`config.mk`:
```
export PLATFORM = sky130hd
export DESIGN_NAME = otgvb_ctrl
export DESIGN_NICKNAME = d
export VERILOG_FILES = /design/src/otgvb_pkg.sv /design/src/otgvb_sync_if.sv /design/src/otgvb_ctrl.sv /design/src/otgvb_sync.sv
export SDC_FILE = /design/constraint.sdc
export NUM_CORES = 1
export LEC_CHECK = 0
export ABC_AREA = 1
export ABC_CLOCK_PERIOD_IN_PS = 2070
export BUFFER_PORTS_ARGS = -buffer_cell sky130_fd_sc_hd__buf_2
export CAP_MARGIN = 15
export CORE_AREA = 4 4 58 60
export DETAILED_ROUTE_END_ITERATION = 10
export DIE_AREA = 0 0 62 64
export HOLD_SLACK_MARGIN = 0.05
export PLACE_DENSITY_LB_ADDON = 0.3
export SLEW_MARGIN = 15
export SYNTH_ARGS = -nofsm -noshare
export SYNTH_HDL_FRONTEND = slang
export SYNTH_SLANG_ARGS = --single-unit
```
`constraint.sdc`:
```
create_clock -name mclk -period 2.07 [get_ports mclk]
set_input_delay 0.414 -clock mclk [delete_from_list [all_inputs] [get_ports mclk]]
set_output_delay 0.414 -clock mclk [all_outputs]
set_load 0.005 [all_outputs]
```
`src/otgvb_pkg.sv`:
```
// package: register map, field positions and reset values of the otg supply control block
package otgvb_pkg;
  localparam int OTGVB_ADDR_W = 6;
  localparam int OTGVB_DATA_W = 8;
  localparam int OTGVB_SYNC_W = 3;
  localparam logic [OTGVB_ADDR_W-1:0] OTGVB_SESSION_CTRL_ADDR = 6'h00;
  localparam logic [OTGVB_ADDR_W-1:0] OTGVB_LINK_IF_CTRL_ADDR = 6'h01;
  localparam logic [OTGVB_DATA_W-1:0] OTGVB_SESSION_CTRL_RST = 8'h00;
  localparam logic [OTGVB_DATA_W-1:0] OTGVB_LINK_IF_CTRL_RST = 8'h00;
  localparam int OTGVB_DRAIN_BIT = 3;
  localparam int OTGVB_PULSE_UP_BIT = 4;
  localparam int OTGVB_DRIVE_BIT = 5;
  localparam int OTGVB_DRIVE_EXT_BIT = 6;
  localparam int OTGVB_EXT_SEL_BIT = 7;
  localparam int OTGVB_INVERT_BIT = 5;
  localparam int OTGVB_BYPASS_BIT = 6;
  localparam int OTGVB_SYNC_EXT = 0;
  localparam int OTGVB_SYNC_BUSOK = 1;
  localparam int OTGVB_SYNC_SESSOK = 2;
  localparam logic [OTGVB_SYNC_W-1:0] OTGVB_SYNC_RST = 3'h0;
endpackage : otgvb_pkg

```
`src/otgvb_sync_if.sv`:
```
// interface: raw pin levels into the synchroniser and their clean copies out
`timescale 1ns/10ps
interface otgvb_sync_if;
  logic [otgvb_pkg::OTGVB_SYNC_W-1:0] raw;
  logic [otgvb_pkg::OTGVB_SYNC_W-1:0] clean;
  modport src (output raw, input clean);
  modport dst (input raw, output clean);
endinterface : otgvb_sync_if

```
`src/otgvb_ctrl.sv`:
```
// module: otg supply control - resistor enables, supply enable and bus-valid source select
//
// Contract
// - drain resistor follows session control bit 3
// - pull-up resistor follows session control bit 4
// - supply enable is bit5 OR bit6, reset 0
// - select clear: report internal comparator
// - select and bypass: report indicator, optionally inverted
// - select, no bypass: indicator, optionally inverted, AND comparator
// - invert control is interface control bit 5
// - bypass control is interface control bit 6
// - select is session bit 7, default off
// - pin pull-down on while select clear
`timescale 1ns/10ps
module otgvb_ctrl (
  input wire logic mclk,
  input wire logic reset_n,
  input wire logic reg_wr,
  input wire logic reg_rd,
  input wire logic [otgvb_pkg::OTGVB_ADDR_W-1:0] reg_addr,
  input wire logic [otgvb_pkg::OTGVB_DATA_W-1:0] reg_wdata,
  output logic [otgvb_pkg::OTGVB_DATA_W-1:0] reg_rdata,
  input wire logic ext_indicator_in,
  input wire logic bus_power_ok_cmp,
  input wire logic session_ok_cmp,
  output logic bus_power_drain_en,
  output logic bus_power_pulse_up_en,
  output logic ext_supply_enable_out,
  output logic ext_indicator_pulldown_en,
  output logic rxcmd_bus_power_ok,
  output logic rxcmd_session_ok
);
  import otgvb_pkg::*;

  logic [OTGVB_DATA_W-1:0] otg_session_control;
  logic [OTGVB_DATA_W-1:0] link_interface_control;
  logic ext_indicator_select;
  logic indicator_bypass_qualify;
  logic indicator_invert;
  logic supply_drive_req;
  logic supply_drive_ext_req;
  logic ext_clean;
  logic busok_clean;
  logic sessok_clean;
  logic indicator_level;
  logic next_bus_power_ok;

  otgvb_sync_if sync_bus ();

  assign sync_bus.raw = {session_ok_cmp, bus_power_ok_cmp, ext_indicator_in};

  otgvb_sync u_sync (
    .mclk(mclk),
    .reset_n(reset_n),
    .sif(sync_bus.dst)
  );

  assign ext_clean = sync_bus.clean[OTGVB_SYNC_EXT];
  assign busok_clean = sync_bus.clean[OTGVB_SYNC_BUSOK];
  assign sessok_clean = sync_bus.clean[OTGVB_SYNC_SESSOK];

  // control registers, written by the link controller
  always_ff @(posedge mclk) begin
    if (!reset_n) begin
      otg_session_control <= OTGVB_SESSION_CTRL_RST;
    end else if (reg_wr && reg_addr == OTGVB_SESSION_CTRL_ADDR) begin
      otg_session_control <= reg_wdata;
    end
  end

  always_ff @(posedge mclk) begin
    if (!reset_n) begin
      link_interface_control <= OTGVB_LINK_IF_CTRL_RST;
    end else if (reg_wr && reg_addr == OTGVB_LINK_IF_CTRL_ADDR) begin
      link_interface_control <= reg_wdata;
    end
  end

  // read data lands one cycle after the strobe; unmapped addresses read zero
  always_ff @(posedge mclk) begin
    if (!reset_n) begin
      reg_rdata <= '0;
    end else if (reg_rd) begin
      case (reg_addr)
        OTGVB_SESSION_CTRL_ADDR: begin
          reg_rdata <= otg_session_control;
        end
        OTGVB_LINK_IF_CTRL_ADDR: begin
          reg_rdata <= link_interface_control;
        end
        default: begin
          reg_rdata <= '0;
        end
      endcase
    end
  end

  assign supply_drive_req = otg_session_control[OTGVB_DRIVE_BIT];
  assign supply_drive_ext_req = otg_session_control[OTGVB_DRIVE_EXT_BIT];
  assign ext_indicator_select = otg_session_control[OTGVB_EXT_SEL_BIT];
  assign indicator_invert = link_interface_control[OTGVB_INVERT_BIT];
  assign indicator_bypass_qualify = link_interface_control[OTGVB_BYPASS_BIT];

  // analog enables, registered so each pin changes two cycles after the write strobe
  always_ff @(posedge mclk) begin
    if (!reset_n) begin
      bus_power_drain_en <= 1'b0;
      bus_power_pulse_up_en <= 1'b0;
      ext_supply_enable_out <= 1'b0;
      ext_indicator_pulldown_en <= 1'b1;
    end else begin
      bus_power_drain_en <= otg_session_control[OTGVB_DRAIN_BIT];
      bus_power_pulse_up_en <= otg_session_control[OTGVB_PULSE_UP_BIT];
      // either request enables the supply, for links with internal or external drive
      ext_supply_enable_out <= supply_drive_req | supply_drive_ext_req;
      // keep the unused pin from floating
      ext_indicator_pulldown_en <= ~ext_indicator_select;
    end
  end

  // the qualified mode is kept although the link is advised against it
  assign indicator_level = ext_clean ^ indicator_invert;

  always_comb begin
    if (!ext_indicator_select) begin
      next_bus_power_ok = busok_clean;
    end else if (indicator_bypass_qualify) begin
      next_bus_power_ok = indicator_level;
    end else begin
      next_bus_power_ok = indicator_level & busok_clean;
    end
  end

  // session-valid is reported apart so a peripheral link can start from it
  always_ff @(posedge mclk) begin
    if (!reset_n) begin
      rxcmd_bus_power_ok <= 1'b0;
      rxcmd_session_ok <= 1'b0;
    end else begin
      rxcmd_bus_power_ok <= next_bus_power_ok;
      rxcmd_session_ok <= sessok_clean;
    end
  end

  drain_follow_a: assert property (@(posedge mclk) disable iff (!reset_n)
    reg_wr && reg_addr == OTGVB_SESSION_CTRL_ADDR ##1 1'b1 |=>
      bus_power_drain_en == $past(reg_wdata[OTGVB_DRAIN_BIT], 2))
    else $error("drain enable does not follow bit 3");

  pulse_up_follow_a: assert property (@(posedge mclk) disable iff (!reset_n)
    reg_wr && reg_addr == OTGVB_SESSION_CTRL_ADDR |-> ##2
      bus_power_pulse_up_en == $past(reg_wdata[OTGVB_PULSE_UP_BIT], 2))
    else $error("pull-up enable does not follow bit 4");

  supply_or_a: assert property (@(posedge mclk) disable iff (!reset_n)
    reg_wr && reg_addr == OTGVB_SESSION_CTRL_ADDR ##1 !reg_wr |=>
      ext_supply_enable_out ==
        ($past(reg_wdata[OTGVB_DRIVE_BIT], 2) | $past(reg_wdata[OTGVB_DRIVE_EXT_BIT], 2)))
    else $error("supply enable is not the or of bits 5 and 6");

  supply_reset_a: assert property (@(posedge mclk)
    !reset_n |=> !ext_supply_enable_out && !supply_drive_req && !supply_drive_ext_req)
    else $error("supply drive bits not cleared by reset");

  internal_source_a: assert property (@(posedge mclk) disable iff (!reset_n)
    !ext_indicator_select |=> rxcmd_bus_power_ok == $past(busok_clean))
    else $error("internal comparator not reported");

  bypass_source_a: assert property (@(posedge mclk) disable iff (!reset_n)
    ext_indicator_select && indicator_bypass_qualify |=>
      rxcmd_bus_power_ok == ($past(ext_clean) ^ $past(indicator_invert)))
    else $error("pass-through indicator not reported");

  qualified_source_a: assert property (@(posedge mclk) disable iff (!reset_n)
    ext_indicator_select && !indicator_bypass_qualify |=>
      rxcmd_bus_power_ok == (($past(ext_clean) ^ $past(indicator_invert)) & $past(busok_clean)))
    else $error("qualified indicator not reported");

  pulldown_sel_a: assert property (@(posedge mclk) disable iff (!reset_n)
    reg_wr && reg_addr == OTGVB_SESSION_CTRL_ADDR |-> ##2
      ext_indicator_pulldown_en == !$past(reg_wdata[OTGVB_EXT_SEL_BIT], 2))
    else $error("pin pull-down does not track select");

  select_default_a: assert property (@(posedge mclk)
    !reset_n |=> !ext_indicator_select ##1 ext_indicator_pulldown_en)
    else $error("select not off after reset");

  iface_bits_a: assert property (@(posedge mclk) disable iff (!reset_n)
    reg_wr && reg_addr == OTGVB_LINK_IF_CTRL_ADDR |=>
      indicator_invert == $past(reg_wdata[5]) && indicator_bypass_qualify == $past(reg_wdata[6]))
    else $error("invert or bypass bit misplaced");

  // a stray write elsewhere must never disturb the supply or source controls
  session_hold_a: assert property (@(posedge mclk) disable iff (!reset_n)
    !(reg_wr && reg_addr == OTGVB_SESSION_CTRL_ADDR) |=>
      $stable(otg_session_control))
    else $error("session control changed without a write");

  iface_hold_a: assert property (@(posedge mclk) disable iff (!reset_n)
    !(reg_wr && reg_addr == OTGVB_LINK_IF_CTRL_ADDR) |=>
      $stable(link_interface_control))
    else $error("interface control changed without a write");

  session_read_a: assert property (@(posedge mclk) disable iff (!reset_n)
    reg_rd && reg_addr == OTGVB_SESSION_CTRL_ADDR |=>
      reg_rdata == $past(otg_session_control))
    else $error("session control read back wrong");

  iface_read_a: assert property (@(posedge mclk) disable iff (!reset_n)
    reg_rd && reg_addr == OTGVB_LINK_IF_CTRL_ADDR |=>
      reg_rdata == $past(link_interface_control))
    else $error("interface control read back wrong");

  session_pass_a: assert property (@(posedge mclk) disable iff (!reset_n)
    1'b1 |=> rxcmd_session_ok == $past(sessok_clean))
    else $error("session valid not passed through");

  enables_reset_a: assert property (@(posedge mclk)
    !reset_n |=> !bus_power_drain_en && !bus_power_pulse_up_en && ext_indicator_pulldown_en)
    else $error("resistor enables not at reset levels");
endmodule : otgvb_ctrl

```
`src/otgvb_sync.sv`:
```
// module: two flop synchroniser for the comparator and indicator pin levels
`timescale 1ns/10ps
module otgvb_sync (
  input wire logic mclk,
  input wire logic reset_n,
  otgvb_sync_if.dst sif
);
  import otgvb_pkg::*;

  logic [OTGVB_SYNC_W-1:0] stage1;
  logic [OTGVB_SYNC_W-1:0] stage2;

  // first stage feeds only the second stage
  always_ff @(posedge mclk) begin
    if (!reset_n) begin
      stage1 <= OTGVB_SYNC_RST;
      stage2 <= OTGVB_SYNC_RST;
    end else begin
      stage1 <= sif.raw;
      stage2 <= stage1;
    end
  end

  assign sif.clean = stage2;
endmodule : otgvb_sync

```
==> impl_metrics.json, run 1 <==
{
  "end_kind": "output port",
  "wl_per_cell_microns": 9.85,
  "hpwl_microns": 2020,
  "vias": 1328,
  "clkPwrFrac": 0.321,
  "cts_tree": "yes",
  "routed_wl_microns": 2750,
  "reg2reg_slack_ns": 1.21,
  "switching_share": 0.251,
  "drc": 0,
  "finalCritPeriodShare": 0.585,
  "synth_seq_area_share": 0.467,
  "power_density_mw_per_mm2": 693,
  "drive_gt1_frac": 0.203,
  "grt_start_max_net_pins": 30,
  "cts_max_path_buffers": 2,
  "setup_viol": 0,
  "worst_ep_arrival_time_ns": 0.80,
  "cts_max_level": 2,
  "fin_tns_setup_ns": 0,
  "ant_nets": 0,
  "ys_types": 18,
  "final_cells": 279,
  "reg2reg_depth": 3,
  "pwr-share-seq": 0.583,
  "cts_resized": 0,
  "clk_pin_slew_ns": 0.11,
  "worstSetupPathType": "reg -> out",
  "drt_iter0_markers": 73,
  "avgSynthCellArea_sq_um": 7.25,
  "intPower_uw": 920,
  "cts_sinks": 36,
  "core-area_sq_mm": 0.00293,
  "cts_buffers": 5,
  "ys_warn_count": 0,
  "start_util": 0.527,
  "fill_cells": 291,
  "p_leak_uw": 0.000931,
  "crit_family": "flip-flops",
  "final_area_sq_mm": 0.00177,
  "postCtsHoldBufs": 0,
  "outcome": "finished clean",
  "slew_violations": 0,
  "critPathRequiredTime_ns": 1.66,
  "dp_cells": 271,
  "netlist_area_sq_mm": 0.00154,
  "max_slew_margin": 0.678,
  "peakVddDrop_mv": 0.573,
  "worstReg2RegStart": "otg_session_control[7]",
  "clk_latency_ns": 0.34,
  "crit_buf_inv": 1,
  "dpl_cell_area_sq_mm": 0.00171,
  "die_y_microns": 64,
  "post-route-min-period_ns": 1.21,
  "worstSetupStartpointType": "flop",
  "firstDrtPassIters": 4,
  "power.net_switching_uw": 308,
  "cts_setup_buffers": 0,
  "r2r-end": "rxcmd_bus_power_ok",
  "die-area_sq_mm": 0.00397,
  "setup_ws_ns": 0.859,
  "worstMarginPinSlew_ns": 0.483,
  "cap_violations": 0,
  "io_pins": 35,
  "grt_pass1_wl_microns": 4680,
  "fin_nets": 266,
  "pwr-share-comb": 0.096,
  "hold_depth": 3,
  "cp_max_fo": 2,
  "vias_per_cell": 4.76,
  "hold_violations": 0,
  "gp_congestion": 0.760,
  "io_buffer_count": 34,
  "syn_to_final_growth_pct": 14.7,
  "path_depth": 1,
  "die_x_microns": 62,
  "synth_seq_cells": 36,
  "cpMaxStageDelayCell": "dfxtp_1",
  "grt_overflow": 0,
  "syn-num-nets": 234,
  "max_stage_delay_ns": 0.34,
  "first_global_vias": 1104,
  "place_ws_ns": 0.511,
  "antenna_cells": 0,
  "grt_antenna_before_repair": 0,
  "min_from": "session_ok_cmp",
  "num_rows": 20,
  "grt_use_total": 0.157,
  "cts_root_buffer": "clkbuf_4",
  "cp_cell_sequence": "buf_2",
  "min_to": "u_sync.stage1[2]",
  "syn_inst": 213,
  "hold_class": "in -> reg",
  "finClkSkew_ns": 0.00508,
  "fmax_mhz": 826,
  "rsz0062_at_grt": "false"
}
-- flip-flops by register name (all words and copies together) (netlist names) --
name / cells
link_interface_control: 8
otg_session_control: 8
reg_rdata: 8
u_sync.sif.clean: 3
u_sync.stage1: 3
bus_power_drain_en: 1
bus_power_pulse_up_en: 1
ext_indicator_pulldown_en: 1
ext_supply_enable_out: 1
rxcmd_bus_power_ok: 1
rxcmd_session_ok: 1
-- cell usage after synthesis --
library cell | instances | area (sq um)
nor2_1 | 49 | 184
nand2_1 | 45 | 169
dfxtp_1 | 36 | 721
inv_1 | 29 | 109
nand3_1 | 17 | 85.1
nand4_1 | 16 | 100
buf_2 | 5 | 25.0
nor2_2 | 3 | 18.8
buf_1 | 2 | 7.51
nor2_4 | 2 | 22.5
nor2_8 | 2 | 40.0
a22o_1 | 1 | 8.76
buf_6 | 1 | 11.3
clkbuf_1 | 1 | 3.75
clkinv_1 | 1 | 3.75
nand3_2 | 1 | 10.0
nor3_4 | 1 | 16.3
xnor2_1 | 1 | 8.76
-- metal layers --
layer	global-route usage	vias up	share of wire
met4	0.0716	0	0.015
met5	0	-	0
met2	0.229	36	0.44
met1	0.208	564	0.47
li1	-	721	-
met3	0.0485	7	0.074
-- layout by cell type, fill, tap and decap left out, drive strengths merged --
| cell | Yosys | final |
|---|---|---|
| nor2 | 56 | 56 |
| xnor2 | 1 | 1 |
| buf | 8 | 34 |
| a22o | 1 | 1 |
| dfxtp | 36 | 36 |
| nor3 | 1 | 1 |
| inv | 29 | 29 |
| clkinvlp | 0 | 1 |
| clkinv | 1 | 1 |
| nand2 | 45 | 45 |
| nand4 | 16 | 16 |
| clkbuf | 1 | 7 |
| nand3 | 18 | 18 |
-- how the worst max path moves through the flow --
stage | startpoint | to | slack (ns)
floorplan | reg_wr | otg_session_control[5] | 0.85
global placement | reg_addr[5] | link_interface_control[7] | 0.53
detailed placement | reg_addr[5] | link_interface_control[1] | 0.51
CTS | reg_rdata[3] | reg_rdata[3] | 0.85
global route | reset_n | reg_rdata[7] | 0.74
finish | reg_rdata[1] | reg_rdata[1] | 0.86
-- logic make-up after synthesis --
kind of cell           share of synthesized area
AO/OA/AOI/OAI                            0.00567
AND/OR/NAND/NOR                            0.418
buffers and inverters                      0.104
XOR/XNOR                                 0.00567
flip-flops                                 0.467
-- worst reg2reg max path, cell delays in order, from the launching register on --
cell and delay, ns:
dfxtp_1 0.44, nand3_1 0.10, a22o_1 0.24, inv_1 0.04
-- power by group through the flow --
| stage | sequential, uW | combinational (uW) | clock (uW) |
|---|---|---|---|
| floorplan | 732 | 76.5 | 0 |
| global placement | 731 | 117 | 0 |
| detailed placement | 732 | 119 | 0 |
| CTS | 716 | 119 | 403 |
| global route | 718 | 136 | 443 |
| finish | 715 | 118 | 394 |
-- final cells by class --
cell class / count / area [sq um] / share of cell area
well taps: 33 / 41.3 / 0.0233
inverters: 30 / 113 / 0.0636
repair buffers: 34 / 170 / 0.0961
flip-flops and latches: 36 / 721 / 0.407
multi-input cells: 138 / 663 / 0.375
clock inverters: 1 / 7.51 / 0.00424
clock buffers: 7 / 55.1 / 0.0311
-- stage by stage --
step	utilization	hold slack (ns)	power [uW]
2_1_floorplan	-	0.390	809
3_3_place_gp	0.583	0.393	848
3_5_place_dp	0.583	0.400	850
4_1_cts	0.605	0.241	1240
5_1_grt	0.605	0.248	1300
6_report	0.605	0.248	1230
Note: power is estimated with default switching activity, not from simulation.
==> run 2, diff against run 1 <==
Settings changed: ABC_CLOCK_PERIOD_IN_PS 2070 to 1250, CORE_AREA 4 4 58 60 to 4 4 60 62, DIE_AREA 0 0 62 64 to 0 0 64 66.
Clock period 2.07 ns to 1.25 ns, I/O delays scaled along.
==> impl_metrics.json, run 2 (same netlist as run 1, synthesis figures left out) <==
{
  "critPathRequiredTime_ns": 1.00,
  "max_stage_delay_ns": 0.34,
  "finalCritPeriodShare": 0.827,
  "fill_cells": 302,
  "grt_pass1_wl_microns": 5200,
  "r2r-end": "rxcmd_bus_power_ok",
  "min_from": "ext_indicator_in",
  "die_x_microns": 64,
  "drc": 0,
  "io_buffer_count": 34,
  "most-common-layout-cells": "49 x nor2_1, 45 x nand2_1, 36 x dfxtp_1",
  "worst_ep_arrival_time_ns": 0.78,
  "cts_max_level": 2,
  "die_y_microns": 66,
  "reg2reg_slack_ns": 0.40,
  "ant_nets": 0,
  "first_global_vias": 1191,
  "fin_nets": 274,
  "gp_congestion": 0.750,
  "finalPower_uw": 2070,
  "drive_gt1_frac": 0.229,
  "hold_violations": 0,
  "routed_wl_microns": 2910,
  "hold_class": "in -> reg",
  "drt_iter0_markers": 74,
  "setup_viol": 0,
  "cp_max_fo": 2,
  "multi_input_area_sq_um": 663,
  "grt_use_total": 0.158,
  "post-route-min-period_ns": 1.03,
  "wl_per_cell_microns": 9.81,
  "cts_max_path_buffers": 2,
  "antenna_cells": 0,
  "reg2reg_depth": 3,
  "postCtsHoldBufs": 0,
  "syn_to_final_growth_pct": 20.4,
  "cap_violations": 0,
  "cts_resized": 0,
  "die-area_sq_mm": 0.00422,
  "clk_pin_slew_ns": 0.09,
  "cpMaxStageDelayCell": "dfxtp_1",
  "cts_buffers": 5,
  "worstMarginPinSlew_ns": 0.349,
  "vias": 1367,
  "end_kind": "output port",
  "grt_start_max_net_pins": 17,
  "regArea_sq_um": 721,
  "cts_setup_buffers": 0,
  "peakVddDrop_mv": 0.551,
  "hold_depth": 3,
  "worstSetupPathType": "reg -> out",
  "slew_violations": 0,
  "firstDrtPassIters": 4,
  "fin_tns_setup_ns": 0,
  "core-area_sq_mm": 0.00303,
  "start_util": 0.510,
  "power_density_mw_per_mm2": 1110,
  "worstReg2RegStart": "otg_session_control[7]",
  "cts_sinks": 36,
  "vias_per_cell": 4.60,
  "grt_antenna_before_repair": 0,
  "crit_buf_inv": 1,
  "grt_overflow": 0,
  "num_rows": 20,
  "clk_latency_ns": 0.34,
  "min_to": "u_sync.stage1[0]",
  "crit_family": "flip-flops",
  "io_pins": 35,
  "rsz0062_at_grt": "false",
  "largest_registers": "link_interface_control: 8 flops, otg_session_control: 8 flops, reg_rdata: 8 flops",
  "fmax_mhz": 967,
  "cts_root_buffer": "clkbuf_4",
  "outcome": "finished clean",
  "cts_tree": "yes",
  "hpwl_microns": 2190,
  "finClkSkew_ns": 0.0102,
  "worstSetupStartpointType": "flop",
  "cp_cell_sequence": "buf_2",
  "layout_commonest_cell": "nor2_1",
  "p_leak_uw": 0.000980,
  "max_slew_margin": 0.767
}
-- run 2: cell count changes in the layout (fill, tap and decap cells not counted) --
cell,change
buf_12,+1
buf_4,+7
clkbuf_1,-1
clkbuf_8,+1
clkinvlp_4,-1
-- run 2: cell type report --
cell class,count,share of cell area
Multi-Input combinational cell,138,0.357
Inverter,30,0.0606
Clock buffer,7,0.0350
Tap cell,44,0.0296
Sequential cell,36,0.388
Timing Repair Buffer,42,0.131
-- run 2: power by group --
group          internal [uW]  total, uW  switching (uW)
registers               1170       1180            10.9
clock network            319        670             351
logic                   88.6        215             127
-- run 2: metal layers --
layer / up-vias / global-route usage / wire length (microns)
met1: 593 / 0.203 / 1420
met2: 32 / 0.244 / 1250
met3: 6 / 0.0510 / 199
met5: - / 0 / 0
li1: 736 / - / -
met4: 0 / 0.0647 / 51
-- run 2: metrics by stage --
stage / instance area, sq um / std cells / hold slack [ns] / util / setup slack, ns
global placement: 1790 / 290 / 0.392 / 0.593 / 0.0149
floorplan: 1540 / 213 / 0.348 / - / 0.191
detailed placement: 1790 / 290 / 0.400 / 0.593 / 0.00461
global route: 1860 / 297 / 0.0819 / 0.614 / 0.143
CTS: 1860 / 297 / 0.0842 / 0.614 / 0.204
finish: 1860 / 297 / 0.0971 / 0.614 / 0.216
-- run 2: worst max-delay path by stage --
stage	to	slack [ns]	from	depth (start not counted)
floorplan	otg_session_control[5]	0.19	reg_wr	7
finish	reg_rdata[4]	0.22	reg_rdata[4]	1
global route	reg_rdata[3]	0.14	reg_rdata[3]	1
CTS	reg_rdata[4]	0.20	reg_rdata[4]	1
global placement	link_interface_control[6]	0.01	reg_addr[3]	7
detailed placement	link_interface_control[6]	0.005	reg_addr[3]	7
